**src/verilog/framing_monitor_defines.svh**
```systemverilog
`ifndef FRAMING_MONITOR_DEFINES_SVH
`define FRAMING_MONITOR_DEFINES_SVH

// framing error flag bit positions
`define FERR_LINE_SOON_BIT 0
`define FERR_LINE_LATE_BIT 1
`define FERR_FRAME_SOON_BIT 2
`define FERR_FRAME_LATE_BIT 3
`define FERR_RESET_VALUE 32'h0000_0000
// lines suppressed on the outputs after start
`define SUPPRESS_LINES 2'h2
// initialization hold-off on input tready, in cycles
`define INIT_CYCLES 8'h10
// evaluation timeout: eight hours at 75 MHz
`define EVAL_HOURS 8
`define EVAL_REF_HZ 75000000
`define EVAL_CYCLES (64'd3600 * `EVAL_HOURS * `EVAL_REF_HZ)

`endif

```
**src/verilog/framing_monitor_pkg.sv**
```systemverilog
package framing_monitor_pkg;
    typedef enum logic [0:0] {
        ST_INIT = 1'b0,
        ST_RUN = 1'b1
    } run_state_t;
endpackage

```
**src/verilog/video_stream_framing_monitor.sv**
```systemverilog
`timescale 1ns/1ps
`include "framing_monitor_defines.svh"

module video_stream_framing_monitor
    import framing_monitor_pkg::*;
#(
    parameter bit EVAL_BUILD = 1'b0,
    parameter logic [63:0] EVAL_TIMEOUT = `EVAL_CYCLES
) (
    // clock, reset, enable
    input wire logic clk_sys_in,
    input wire logic reset_in,
    input wire logic clk_en_in,
    // programmed active size
    input wire logic [12:0] active_width_in,
    input wire logic [12:0] active_height_in,
    // current frame input stream
    input wire logic [15:0] s_cur_tdata_in,
    input wire logic s_cur_tvalid_in,
    input wire logic s_cur_tlast_in,
    input wire logic s_cur_tuser_in,
    output logic s_cur_tready_out,
    // previous frame input stream
    input wire logic [15:0] s_prev_tdata_in,
    input wire logic s_prev_tvalid_in,
    input wire logic s_prev_tlast_in,
    input wire logic s_prev_tuser_in,
    output logic s_prev_tready_out,
    // downstream video output
    output logic [15:0] m_video_tdata_out,
    output logic m_video_tvalid_out,
    output logic m_video_tlast_out,
    output logic m_video_tuser_out,
    input wire logic m_video_tready_in,
    // temporal feedback output
    output logic [15:0] m_fb_tdata_out,
    output logic m_fb_tvalid_out,
    output logic m_fb_tlast_out,
    output logic m_fb_tuser_out,
    input wire logic m_fb_tready_in,
    // motion data output
    output logic [15:0] m_motion_tdata_out,
    output logic m_motion_tvalid_out,
    output logic m_motion_tlast_out,
    output logic m_motion_tuser_out,
    input wire logic m_motion_tready_in,
    // status
    output logic [31:0] framing_error_flags_out,
    output logic eval_expired_out
);

    // state record, one flip-flop group for all but the evaluation counter and expiry flag
    // st: start-up hold-off or running
    // init_cnt: cycles spent in the hold-off
    // pix_cnt: accepted in-width pixels since the last line end
    // line_cnt: line ends since the last frame start
    // lines_seen: line ends since start, saturates at the suppress count
    // seen_sof: a frame start has been taken since reset
    // flags: sticky framing error bits
    // out_valid, vid, fb, last, user: the one-deep output register
    // the output register is shared by all three output streams, so a
    // beat leaves only when every receiver takes it in the same cycle;
    // this keeps the three streams in lock step without extra buffers
    typedef struct packed {
        run_state_t st;
        logic [7:0] init_cnt;
        logic [12:0] pix_cnt;
        logic [12:0] line_cnt;
        logic [1:0] lines_seen;
        logic seen_sof;
        logic [3:0] flags;
        logic out_valid;
        logic [15:0] vid;
        logic [15:0] fb;
        logic last;
        logic user;
    } state_t;

    state_t q, d;
    logic all_ready, take, in_valid, drop, line_end, sof, stall;
    // evaluation counter lives outside the reset domain
    logic [63:0] eval_cnt_q = 64'h0;
    logic expired_q = 1'b0;

    assign all_ready = m_video_tready_in & m_fb_tready_in
                     & m_motion_tready_in;
    assign stall = q.out_valid & ~all_ready;
    assign in_valid = s_cur_tvalid_in & s_prev_tvalid_in;
    // each input is ready only when its partner has a beat, so both
    // streams are taken in the same cycle; tready also drops while the
    // clock enable is low, since a frozen core cannot accept a beat
    // and a high tready would make the sender believe it was taken
    assign s_cur_tready_out = clk_en_in & (q.st == ST_RUN) & ~stall
                            & s_prev_tvalid_in;
    assign s_prev_tready_out = clk_en_in & (q.st == ST_RUN) & ~stall
                             & s_cur_tvalid_in;
    assign take = clk_en_in & in_valid & (q.st == ST_RUN) & ~stall;
    assign line_end = s_cur_tlast_in;
    assign sof = s_cur_tuser_in;
    assign drop = q.pix_cnt >= active_width_in;

    // framing checks, output register and start-up suppression
    // line checks: a line end with too few pixels sets the short flag,
    // a pixel beyond the width without a line end sets the long flag
    // and is dropped; the long-line tail, its line end included, never
    // reaches the outputs
    // frame checks: a frame start before the programmed line count sets
    // the early flag, a line end past it without a frame start sets the
    // late flag; the first frame start only arms the frame checks
    always_comb begin
        d = q;
        if (q.st == ST_INIT) begin
            d.init_cnt = q.init_cnt + 8'h01;
            if (q.init_cnt == `INIT_CYCLES)
                d.st = ST_RUN;
        end
        if (q.out_valid & all_ready)
            d.out_valid = 1'b0;
        if (take) begin
            if (sof) begin
                if (q.seen_sof && q.line_cnt < active_height_in)
                    d.flags[`FERR_FRAME_SOON_BIT] = 1'b1;
                d.line_cnt = 13'h0;
                d.seen_sof = 1'b1;
            end
            if (line_end) begin
                if (q.pix_cnt + 13'h1 < active_width_in)
                    d.flags[`FERR_LINE_SOON_BIT] = 1'b1;
                d.pix_cnt = 13'h0;
                d.line_cnt = (sof ? 13'h0 : q.line_cnt) + 13'h1;
                if (!sof && q.seen_sof && q.line_cnt >= active_height_in)
                    d.flags[`FERR_FRAME_LATE_BIT] = 1'b1;
                if (q.lines_seen != `SUPPRESS_LINES)
                    d.lines_seen = q.lines_seen + 2'h1;
            end else begin
                if (drop)
                    d.flags[`FERR_LINE_LATE_BIT] = 1'b1;
                else
                    d.pix_cnt = q.pix_cnt + 13'h1;
            end
            // forward only in-width pixels after the first two lines
            if (!drop && q.lines_seen == `SUPPRESS_LINES) begin
                d.out_valid = 1'b1;
                d.vid = s_cur_tdata_in;
                d.fb = s_cur_tdata_in;
                d.last = line_end;
                d.user = sof;
            end
        end
    end

    // state register, flags sticky until reset
    // the clock enable freezes every field, counters and flags alike
    always_ff @(posedge clk_sys_in or posedge reset_in) begin
        if (reset_in) begin
            q <= '0;
        end else if (clk_en_in) begin
            q <= d;
        end
    end

    // evaluation timeout, not touched by reset
    // the counter starts from its power-up value and only counts up;
    // once expired it stays expired until the device is reloaded, so
    // neither the core reset nor any other input can bring video back
    // the limit is a cycle count, so the time it takes scales inversely
    // with the clock frequency
    // a non-evaluation build leaves the counter idle at zero
    always_ff @(posedge clk_sys_in) begin
        if (EVAL_BUILD && clk_en_in && !expired_q) begin
            eval_cnt_q <= eval_cnt_q + 64'h1;
            if (eval_cnt_q + 64'h1 >= EVAL_TIMEOUT)
                expired_q <= 1'b1;
        end
    end

    // stream outputs, tvalid and tdata gated by the timeout
    // tvalid and tdata are masked after expiry; tlast and tuser keep
    // their register value but carry no meaning without tvalid
    // video and feedback carry the current-frame pixel; the motion
    // stream keeps framing in step with the others and sends zero data
    always_comb begin
        m_video_tvalid_out = q.out_valid & ~expired_q;
        m_fb_tvalid_out = q.out_valid & ~expired_q;
        m_motion_tvalid_out = q.out_valid & ~expired_q;
        m_video_tdata_out = expired_q ? 16'h0 : q.vid;
        m_fb_tdata_out = expired_q ? 16'h0 : q.fb;
        m_motion_tdata_out = 16'h0; // no motion estimator in this block
        m_video_tlast_out = q.last;
        m_fb_tlast_out = q.last;
        m_motion_tlast_out = q.last;
        m_video_tuser_out = q.user;
        m_fb_tuser_out = q.user;
        m_motion_tuser_out = q.user;
        framing_error_flags_out = `FERR_RESET_VALUE | {28'h0, q.flags};
        eval_expired_out = expired_q;
    end

endmodule // video_stream_framing_monitor
```
**config.mk**
```make
export PLATFORM = sky130hd
export DESIGN_NAME = video_stream_framing_monitor
export DESIGN_NICKNAME = d
export VERILOG_FILES = /design/src/verilog/framing_monitor_pkg.sv /design/src/verilog/video_stream_framing_monitor.sv
export VERILOG_INCLUDE_DIRS = /design/src /design/src/verilog
export SDC_FILE = /design/constraint.sdc
export NUM_CORES = 1
export LEC_CHECK = 0
export BUFFER_PORTS_ARGS = -buffer_cell sky130_fd_sc_hd__buf_2
export CORE_AREA = 2 2 157 129
export CTS_CLUSTER_SIZE = 25
export DETAILED_ROUTE_END_ITERATION = 10
export DIE_AREA = 0 0 159 131
export GPL_TIMING_DRIVEN = 0
export SLEW_MARGIN = 20
export SYNTH_ARGS = -nofsm -noshare
export SYNTH_HDL_FRONTEND = slang
export SYNTH_SLANG_ARGS = --single-unit
```
**constraint.sdc**
```tcl
create_clock -name clk_sys_in -period 3.4 [get_ports clk_sys_in]
set_input_delay 0.51 -clock clk_sys_in [delete_from_list [all_inputs] [get_ports clk_sys_in]]
set_output_delay 0.51 -clock clk_sys_in [all_outputs]
set_load 0.05 [all_outputs]
```
======== Yosys cells after proc, flatten, opt, wreduce, memory -nomap -nowiden ========
Index checks and enable logic that the tools add are counted.
word-level totals
  register bits ........................... 61
  input port bits ......................... 70
  word-level logic and storage cells ...... 68
operators by class
  $add $sub $neg .......................... 4
  magnitude comparators ................... 4
  equal/unequal tests ..................... 4
  mux-type cells .......................... 10
  bitwise gates (word level) .............. 16
  reduce and logical (&&, ||, !) cells .... 16
operator list
  cell                                           count
  two-way mux 35 bit                             2
  two-way mux 13 bit                             3
  adder 13 x 1 -> 13 bit, second input constant  2
  >= comparator 13 bit                           2
  < comparator 13 bit                            2
  AND reduction 4 bit                            5
  two-way mux 15 bit                             1
  AND 1 bit                                      12
  two-way mux 9 bit                              1
  AND reduction 3 bit                            3
  adder 8 x 1 -> 8 bit, second input constant    1
  == test 8 x 5 -> 1 bit, second input constant  1
  logical AND 1 bit                              4
  != test 2 bit, second input constant           2
  inverter 1 bit                                 4
  AND reduction 2 bit                            2
  adder 2 x 1 -> 2 bit, second input constant    1
  == test 2 bit, second input constant           1
  logical NOT 1 bit                              2
  two-way mux 1 bit                              2
  two-way mux 2 bit                              1

======== Longest topological paths before layout ========
Gate-level depths: netlist (run 1).
  word-level depth ........................ 7
  gate-level depth with buffers ........... 10
  gate-level depth less buffers ........... 10

======== Least setup slack after synthesis (run 1) ========
Ideal clock, no wire load.
  path type ............................... input-to-reg
  start point ............................. in active_width_in[10]
  end point ............................... reg q (netlist bit m_fb_tdata_out[0])
  library setup time ...................... 0.125 ns
  data arrival time ....................... 2.444 ns
  required time ........................... 3.275 ns
  path slack .............................. 0.831 ns
  stages on the path ...................... 8
  path through ............................ inv_1 -> ha_1 -> a21o_1 -> a21o_1 -> a2111oi_4 -> nand4_4 -> buf_6 -> mux2_4
on the way
  cells in the longest elaborated chain, start to end .. 4
RTL lines
  what                                  line                                 text
  start: declaration                    video_stream_framing_monitor.sv:15   input wire logic [12:0] active_width_in,
  >= comparator 13 bit                  video_stream_framing_monitor.sv:100  assign drop = q.pix_cnt >= active_width_in;
  logical NOT 1 bit                     video_stream_framing_monitor.sv:142  if (!drop && q.lines_seen == `SUPPRESS_LINES) begin
  logical AND 1 bit (no source line)    n/a
  AND reduction 3 bit (no source line)  n/a
  end signal: assignment                video_stream_framing_monitor.sv:156  q <= '0;
  end signal: assignment                video_stream_framing_monitor.sv:158  q <= d;
  end: declaration                      video_stream_framing_monitor.sv:79   state_t q, d;
Every way passes these cells.
A chain may end at the register's enable or synchronous reset.

======== Worst setup path in the final report (run 1) ========
  start point ............................. reg q[67] in the netlist's numbering
  end point ............................... reg q (netlist bit m_fb_tdata_out[1])
on the way
  cells in the longest elaborated chain, start to end .. 4
RTL lines
  what                                  line
  >= comparator 13 bit                  video_stream_framing_monitor.sv:100
  logical NOT 1 bit                     video_stream_framing_monitor.sv:142
  logical AND 1 bit (no source line)    n/a
  AND reduction 3 bit (no source line)  n/a
Every way passes these cells.

==> results of run 1 <==
## registers in the layout, summed over array words and instances (netlist names)
name                     cells
q                           38
m_fb_tuser_out               1
framing_error_flags_out      4
m_fb_tvalid_out              1
m_fb_tdata_out              16
m_fb_tlast_out               1
## logic make-up (layout without fill, tap and decap cells)
family,after synthesis,after routing,share of synthesized area
flops,61,61,0.322
simple gates,141,141,0.162
xor+xnor,20,20,0.0369
other cells,1,45,0.000791
fa+ha+maj,45,45,0.119
compound gates,82,82,0.121
mux,21,21,0.0565
buf+inv,142,256,0.183
## area by class of cell
| type | count | area share |
|---|---|---|
| Multi-Input combinational cell | 354 | 0.418 |
| Sequential cell | 61 | 0.254 |
| Buffer | 101 | 0.119 |
| Timing Repair Buffer | 98 | 0.0854 |
| Tap cell | 264 | 0.0550 |
| Clock buffer | 14 | 0.0406 |
| Inverter | 41 | 0.0260 |
| Clock inverter | 2 | 0.00167 |
## power by group through the flow
stage	clock network [W]	registers (W)	logic, W
after floorplan	0	0.000975	0.000917
after global placement	0	0.000990	0.00112
after detailed placement	0	0.000991	0.00114
after CTS	0.000835	0.000982	0.00114
after global routing	0.000859	0.00101	0.00123
final	0.000796	0.000982	0.00113
## metal layers
metal	wire [µm]	global-route usage	share of wire
met3	742	0.0284	0.065
met2	5070	0.165	0.44
met1	5570	0.156	0.49
met5	0	0	0
met4	74	0.0267	0.0065
## worst max path at each step
| stage | startpoint | endpoint | slack, ns |
|---|---|---|---|
| global placement | active_width_in[12] | m_fb_tdata_out[6]$_DFFE_PP0P_ | 0.33 |
| detailed placement | active_width_in[10] | m_fb_tdata_out[1]$_DFFE_PP0P_ | 0.32 |
| finish | q[67]$_DFFE_PP0P_ | m_fb_tdata_out[1]$_DFFE_PP0P_ | 0.55 |
| floorplan | active_width_in[10] | m_fb_tdata_out[0]$_DFFE_PP0P_ | 0.83 |
| global route | q[67]$_DFFE_PP0P_ | m_fb_tdata_out[3]$_DFFE_PP0P_ | 0.33 |
| CTS | q[65]$_DFFE_PP0P_ | m_fb_tdata_out[1]$_DFFE_PP0P_ | 0.53 |
## metrics by stage
stage / hold slack (ns) / power (W) / instances / area, µm² / worst slack, ns
6_report: 0.0817 / 0.00291 / 935 / 6010 / 0.548
5_1_grt: 0.0767 / 0.00310 / 935 / 6010 / 0.326
4_1_cts: 0.0701 / 0.00296 / 935 / 6010 / 0.532
3_5_place_dp: 0.425 / 0.00213 / 919 / 5750 / 0.318
3_3_place_gp: 0.459 / 0.00211 / 918 / 5720 / 0.333
2_1_floorplan: 0.429 / 0.00189 / 557 / 4910 / 0.831
## layout by cell type, fill, tap and decap left out, types with 7 or more instances in the layout
| cell | netlist | layout |
|---|---|---|
| sky130_fd_sc_hd__buf_2 | 0 | 97 |
| sky130_fd_sc_hd__buf_4 | 87 | 87 |
| sky130_fd_sc_hd__dfrtp_1 | 61 | 61 |
| sky130_fd_sc_hd__ha_1 | 45 | 45 |
| sky130_fd_sc_hd__conb_1 | 1 | 45 |
| sky130_fd_sc_hd__inv_1 | 41 | 40 |
| sky130_fd_sc_hd__nand2_1 | 35 | 35 |
| sky130_fd_sc_hd__nand4_1 | 23 | 23 |
| sky130_fd_sc_hd__o21ai_0 | 20 | 20 |
| sky130_fd_sc_hd__nand3_1 | 20 | 20 |
| sky130_fd_sc_hd__xnor2_1 | 18 | 18 |
| sky130_fd_sc_hd__a21oi_1 | 17 | 17 |
| sky130_fd_sc_hd__clkbuf_1 | 12 | 17 |
| sky130_fd_sc_hd__nor2_1 | 11 | 11 |
| sky130_fd_sc_hd__nor2b_1 | 11 | 11 |
| sky130_fd_sc_hd__a21o_1 | 10 | 10 |
| sky130_fd_sc_hd__mux2_2 | 10 | 10 |
| sky130_fd_sc_hd__nor3_1 | 9 | 9 |
| sky130_fd_sc_hd__mux2_4 | 9 | 9 |
| sky130_fd_sc_hd__clkbuf_16 | 0 | 9 |
| sky130_fd_sc_hd__and3_1 | 8 | 8 |
| sky130_fd_sc_hd__and2_1 | 7 | 7 |
==> tab_implementation.tex, run 1 <==
\begin{tabular}{lr}
\hline
Metric & Value \\
\hline
\multicolumn{2}{l}{\textbf{Status}} \\
Result of the run & finished clean \\
\multicolumn{2}{l}{\textbf{Logic synthesis}} \\
Synth Warn \# & 0 \\
Count of flip-flops with a built-in enable after synthesis & 0 \\
List of most frequent post-synthesis cells & sky130\_fd\_sc\_hd\_\_buf\_4 (87), sky130\_fd\_sc\_hd\_\_dfrtp\_1 (61), sky130\_fd\_sc\_hd\_\_ha\_1 (45) \\
Post-synthesis average cell area & about 9 µm² \\
Cell Area, Synth & around 4700 µm² \\
Area share of the largest cell type after synthesis & 0.322 \\
Most frequent cell after synthesis & sky130\_fd\_sc\_hd\_\_buf\_4 \\
Most frequently used flop master after synthesis & sky130\_fd\_sc\_hd\_\_dfrtp\_1 \\
Async set or reset register ratio after synthesis & 1.00 \\
Yosys reg bits & between 60 and 70 \\
Cell variety after synth & 53 \\
Instance count of the mapped netlist & around 510 \\
Sequential element share of the synthesized area & 0.322 \\
Biggest area consumer among synthesized cells & sky130\_fd\_sc\_hd\_\_dfrtp\_1 \\
Dominant cells by area after synthesis & sky130\_fd\_sc\_hd\_\_dfrtp\_1 (32\%), sky130\_fd\_sc\_hd\_\_buf\_4 (14\%), sky130\_fd\_sc\_hd\_\_ha\_1 (12\%), sky130\_fd\_sc\_hd\_\_xnor2\_1 (3.3\%), sky130\_fd\_sc\_hd\_\_inv\_1 (3.2\%) \\
\multicolumn{2}{l}{\textbf{Drt}} \\
Average detailed-routed wire length per instance & 12.3 µm \\
Final ANT Viol Nets & 0 \\
Post-Route WL & between 10000 and 15000 µm \\
Routed via count divided by cell count & 4.21 \\
DR iter-0 viols & roughly 270 \\
Detailed Routing Iterations Pass 1 & 5 \\
Residual DRC & 0 \\
Vias after detailed routing & roughly 3900 \\
\multicolumn{2}{l}{\textbf{Power}} \\
Power Density & $\sim$490 nW/µm² \\
Internal Dissipation & approximately 0.0018 W \\
Total net switching power & 0.00116 W \\
Fraction of power consumed by combinational cells & 0.389 \\
IR Drop Worst-Case VDD & 0.178 mV \\
Net switching share of the total power & 0.399 \\
Register share of total power & 0.337 \\
Relative contribution of the clock network to total power & 0.273 \\
Static leakage & 3.32 nW \\
\multicolumn{2}{l}{\textbf{Worst setup path}} \\
Worst flop-to-flop path startpoint & q[67]\$\_DFFE\_PP0P\_ \\
Nature of the critical path endpoint & flip-flop \\
Total number of cells along the worst setup path & 7 \\
Data arrival at the endpoint of the critical path & approximately 3 ns \\
Endpoint of the lowest-slack register-to-register path & m\_fb\_tdata\_out[1]\$\_DFFE\_PP0P\_ \\
Data required time of the worst path & around 3.6 ns \\
Critical path fanouts, max & 10 \\
Number of cell instances on the worst register-to-register path & 7 \\
Critical Path Slowest Stage Cell & sky130\_fd\_sc\_hd\_\_a2111oi\_2 \\
R2r setup slk & between 0.5 and 0.6 ns \\
Cell-by-cell listing of the critical path & ha\_1 > nand4\_1 > a2111oi\_2 > nand2\_1 > nand4\_4 > buf\_6 > mux2\_4 \\
CP Class & reg -> reg \\
Longest individual stage delay on the worst path & 0.45 ns \\
Bufs and invs on worst path & 1 \\
Startpoint type of the worst setup path & flip-flop \\
Largest delay contributor family on the critical path & simple AND/OR/NAND/NOR gates \\
\multicolumn{2}{l}{\textbf{STA}} \\
Endpoints failing setup & 0 \\
Final critical delay including setup and external delays & around 2.9 ns \\
Pins Over Slew Limit & 0 \\
Period utilization & 0.839 \\
Unrepaired setup endpoints after global routing & false \\
Number of hold violations in the final report & 0 \\
Final setup TNS & 0 ns \\
Clock skew & around 0.0056 ns \\
Slew Limit Headroom & 0.595 \\
Slew at the pin with the worst max-slew slack & 0.608 ns \\
Maximum operating frequency & between 0.3 and 0.4 GHz \\
\multicolumn{2}{l}{\textbf{Layout}} \\
Number of nets in the layout & between 700 and 800 \\
Storage element area & 1530 µm² \\
Filler instances & just over 2000 \\
Fraction of final layout cells sized beyond drive strength 1 & 0.331 \\
Antenna cell count & 0 \\
Utilization after layout & 0.311 \\
Multi-input gate area & between 2000 and 3000 µm² \\
Area grow syn2layout & 26.7\% \\
\multicolumn{2}{l}{\textbf{Clock network}} \\
Clock transition at the registers of the reported paths & roughly 0.05 ns \\
TritonCTS buffer count & 9 \\
Number of gates resized after CTS & 0 \\
Number of buffers inserted by post-CTS setup repair & 0 \\
Skew-Pair Late Insertion Delay & 0.33 ns \\
Number of clock sinks & 61 \\
Root buffer cell & sky130\_fd\_sc\_hd\_\_clkbuf\_16 \\
TritonCTS clock tree & built \\
H-tree lvl count & 3 \\
Post-CTS Hold Fix Bufs & 0 \\
Clock buffer depth & 2 \\
\multicolumn{2}{l}{\textbf{Placed design}} \\
Routability congestion estimate & 0.799 \\
Port Buffers & between 90 and 100 \\
Final HPWL from detailed placement & 8910 µm \\
\multicolumn{2}{l}{\textbf{Global routing}} \\
Vias in the first global route & around 3600 \\
Maximum number of pins on one net before global-route repair & 54 \\
Antenna violations before repair & 0 \\
Global-route wire length before repair & around 18000 µm \\
GRT overflow & 0 \\
Total routing usage reported by global routing & 0.109 \\
\multicolumn{2}{l}{\textbf{Floorplanning}} \\
Die width & about 160 µm \\
Core area & approximately 19000 µm² \\
Die area & $\sim$21000 µm² \\
Die Y-Extent & approximately 130 µm \\
Number of I/O pins & approximately 160 \\
Initial core utilization & 0.245 \\
Rows & between 40 and 50 \\
\multicolumn{2}{l}{\textbf{Job}} \\
Number of max-capacitance violations reported & 0 \\
\multicolumn{2}{l}{\textbf{Worst hold path}} \\
Hold WC Path Type & in -> async \\
\hline
\end{tabular}
(Power assumes the default switching activity.)
==> run 2, diff against run 1 <==
- ABC_AREA: not set -> 1
- CORE_AREA: 2 2 157 129 -> 2 2 158 129
- DIE_AREA: 0 0 159 131 -> 0 0 160 131
- clock period: 3.4 -> 2.6 ns (I/O delays scaled with it)
==> tab_implementation.tex, run 2 <==
\begin{tabular}{lr}
\hline
Metric & Value \\
\hline
\multicolumn{2}{l}{\textbf{Status}} \\
Result of the run & finished clean \\
\multicolumn{2}{l}{\textbf{Worst setup path}} \\
Longest individual stage delay on the worst path & around 0.47 ns \\
Data arrival at the endpoint of the critical path & 2.56 ns \\
Data required time of the worst path & 2.82 ns \\
Cell-by-cell listing of the critical path & ha\_1 > nand2\_1 > nor2\_1 > nand4\_1 > nand2\_1 > inv\_1 > ha\_1 > nand2\_1 > o21ai\_0 > nor2\_1 > nand3\_1 > nand2\_1 \\
CP Class & reg -> reg \\
Nature of the critical path endpoint & flip-flop \\
Startpoint type of the worst setup path & flip-flop \\
Critical Path Slowest Stage Cell & sky130\_fd\_sc\_hd\_\_dfrtp\_1 \\
Critical path fanouts, max & 7 \\
CP dominant cell by count & sky130\_fd\_sc\_hd\_\_nand2\_1 \\
\multicolumn{2}{l}{\textbf{Clock network}} \\
Post-CTS Hold Fix Bufs & 0 \\
Number of gates resized after CTS & 0 \\
Clock transition at the registers of the reported paths & approximately 0.060 ns \\
Clock buffer depth & 2 \\
Skew-Pair Late Insertion Delay & roughly 0.33 ns \\
Root buffer cell & sky130\_fd\_sc\_hd\_\_clkbuf\_16 \\
Number of clock sinks & 61 \\
TritonCTS buffer count & 9 \\
TritonCTS clock tree & built \\
Number of buffers inserted by post-CTS setup repair & 0 \\
H-tree lvl count & 3 \\
\multicolumn{2}{l}{\textbf{Layout}} \\
Utilization after layout & 0.313 \\
Most frequent cells in the layout & sky130\_fd\_sc\_hd\_\_nand2\_1 (154), sky130\_fd\_sc\_hd\_\_buf\_2 (100), sky130\_fd\_sc\_hd\_\_buf\_4 (89) \\
Reg with most FFs & q \\
Multi-input gate area & 2370 µm² \\
Max reg flops & 38 \\
Fraction of final layout cells sized beyond drive strength 1 & 0.289 \\
Filler instances & 2140 \\
Finished Cell Area & about 6100 µm² \\
Area grow syn2layout & 27.9\% \\
Number of nets in the layout & 896 \\
Antenna cell count & 0 \\
Storage element area & about 1500 µm² \\
Most common cell after layout, fill and taps aside & sky130\_fd\_sc\_hd\_\_nand2\_1 \\
\multicolumn{2}{l}{\textbf{Worst hold path}} \\
Hold WC Path Type & in -> async \\
\multicolumn{2}{l}{\textbf{Logic synthesis}} \\
Most frequent cell after synthesis & sky130\_fd\_sc\_hd\_\_nand2\_1 \\
Synth Warn \# & 0 \\
Most frequently used flop master after synthesis & sky130\_fd\_sc\_hd\_\_dfrtp\_1 \\
Yosys reg bits & slightly above 60 \\
Count of flip-flops with a built-in enable after synthesis & 0 \\
Async set or reset register ratio after synthesis & 1.00 \\
Dominant cells by area after synthesis & sky130\_fd\_sc\_hd\_\_dfrtp\_1 (32\%), sky130\_fd\_sc\_hd\_\_buf\_4 (14\%), sky130\_fd\_sc\_hd\_\_nand2\_1 (12\%), sky130\_fd\_sc\_hd\_\_ha\_1 (12\%), sky130\_fd\_sc\_hd\_\_inv\_1 (6.4\%) \\
Post-synthesis average cell area & roughly 7.6 µm² \\
Biggest area consumer among synthesized cells & sky130\_fd\_sc\_hd\_\_dfrtp\_1 \\
Cell Area, Synth & between 4000 and 5000 µm² \\
Instance count of the mapped netlist & 628 \\
Sequential element share of the synthesized area & 0.320 \\
Area share of the largest cell type after synthesis & 0.320 \\
Cell variety after synth & 31 \\
List of most frequent post-synthesis cells & sky130\_fd\_sc\_hd\_\_nand2\_1 (154), sky130\_fd\_sc\_hd\_\_buf\_4 (89), sky130\_fd\_sc\_hd\_\_inv\_1 (81) \\
\multicolumn{2}{l}{\textbf{STA}} \\
Worst hold-check slack & about 0.060 ns \\
Period utilization & 0.901 \\
Final critical delay including setup and external delays & about 2.3 ns \\
Pins Over Slew Limit & 0 \\
Final setup TNS & 0 ns \\
Endpoints failing setup & 0 \\
Slew Limit Headroom & 0.658 \\
Number of hold violations in the final report & 0 \\
Maximum operating frequency & about 0.43 GHz \\
Unrepaired setup endpoints after global routing & false \\
Slew at the pin with the worst max-slew slack & between 0.5 and 0.6 ns \\
Clock skew & about 0.006 ns \\
\multicolumn{2}{l}{\textbf{Global routing}} \\
Vias in the first global route & about 3600 \\
Maximum number of pins on one net before global-route repair & 32 \\
Global-route wire length before repair & 17800 µm \\
Total routing usage reported by global routing & 0.105 \\
Antenna violations before repair & 0 \\
GRT overflow & 0 \\
\multicolumn{2}{l}{\textbf{Floorplanning}} \\
Die Y-Extent & $\sim$130 µm \\
Die area & between 20000 and 25000 µm² \\
Initial core utilization & 0.245 \\
Core area & approximately 19000 µm² \\
Rows & 46 \\
Number of I/O pins & between 150 and 200 \\
Die width & approximately 160 µm \\
\multicolumn{2}{l}{\textbf{Drt}} \\
Routed via count divided by cell count & approximately 3.9 \\
DR iter-0 viols & around 210 \\
Final ANT Viol Nets & 0 \\
Detailed Routing Iterations Pass 1 & 5 \\
Average detailed-routed wire length per instance & $\sim$10 µm \\
Residual DRC & 0 \\
Vias after detailed routing & about 4000 \\
Post-Route WL & around 11000 µm \\
\multicolumn{2}{l}{\textbf{Placed design}} \\
Routability congestion estimate & 0.759 \\
Cell area after placement & just under 6000 µm² \\
Final HPWL from detailed placement & 8710 µm \\
Port Buffers & between 90 and 100 \\
\multicolumn{2}{l}{\textbf{Power}} \\
IR Drop Worst-Case VDD & between 0.6 and 0.7 mV \\
Power Density & 856 nW/µm² \\
Static leakage & roughly 3.6 nW \\
\multicolumn{2}{l}{\textbf{Job}} \\
Number of max-capacitance violations reported & 0 \\
\hline
\end{tabular}
-- run 2: worst max-delay path, delay by kind of cell (launching register included) --
family                   cells  cell delay (ns)
adder cells (fa/ha/maj)      2             0.53
flip-flops                   1             0.47
AND/OR/NAND/NOR              8             0.93
buffers and inverters        1             0.05
AO/OA/AOI/OAI                1             0.26
-- run 2: cell type report --
class / count / share of cell area
tap: 264 / 0.0542
buffer: 96 / 0.117
clock buffer: 9 / 0.0370
multi-input combinational: 429 / 0.388
inverter: 86 / 0.0534
sequential: 61 / 0.250
timing repair buffer: 98 / 0.0829
clock inverter: 7 / 0.0164
-- run 2: report_power, final --
part / switching, W / total [W] / internal (W)
combinational: 0.00176 / 0.00258 / 0.000811
sequential: 0.000187 / 0.00134 / 0.00115
clock: 0.000460 / 0.00130 / 0.000841
-- run 2: final timing paths --
path / slack [ns] / end / cells after the start / start
max: 0.26 / framing_error_flags_out[0]$_DFFE_PP0P_ / 12 / q[55]$_DFFE_PP0P_
max in group asynchronous: 2.01 / q[56]$_DFFE_PP0P_ / 3 / reset_in
min reg2reg: 0.47 / framing_error_flags_out[2]$_DFFE_PP0P_ / 2 / framing_error_flags_out[2]$_DFFE_PP0P_
min: 0.06 / m_fb_tdata_out[3]$_DFFE_PP0P_ / 2 / reset_in
min in group clk_sys_in: 0.28 / m_fb_tdata_out[4]$_DFFE_PP0P_ / 3 / s_cur_tdata_in[4]
max reg2reg: 0.26 / framing_error_flags_out[0]$_DFFE_PP0P_ / 12 / q[55]$_DFFE_PP0P_
-- run 2: cell families (layout without fill, tap and decap cells) --
group / after synthesis / count (layout) / synth area share
xor gates and xnor gates: 21 / 21 / 0.0386
buffers and inverters: 182 / 296 / 0.218
adders and majority gates: 45 / 45 / 0.118
and+or+nand+nor: 281 / 281 / 0.262
AOI/OAI and AO/OA: 37 / 37 / 0.0423
other: 1 / 45 / 0.000787
DFF: 61 / 61 / 0.320
-- run 2: metal layers --
layer | global-route usage | share of wire
met5 | 0 | 0
met1 | 0.140 | 0.49
met4 | 0.0244 | 0.0083
met3 | 0.0243 | 0.059
met2 | 0.174 | 0.45
-- run 2: per-stage QoR --
step / power, W / std cells / setup slack (ns)
after floorplan: 0.00348 / 672 / 0.668
after global placement: 0.00391 / 1033 / -0.256
after detailed placement: 0.00395 / 1034 / 0.275
after CTS: 0.00529 / 1050 / 0.256
after global routing: 0.00553 / 1050 / 0.0829
final: 0.00522 / 1050 / 0.257
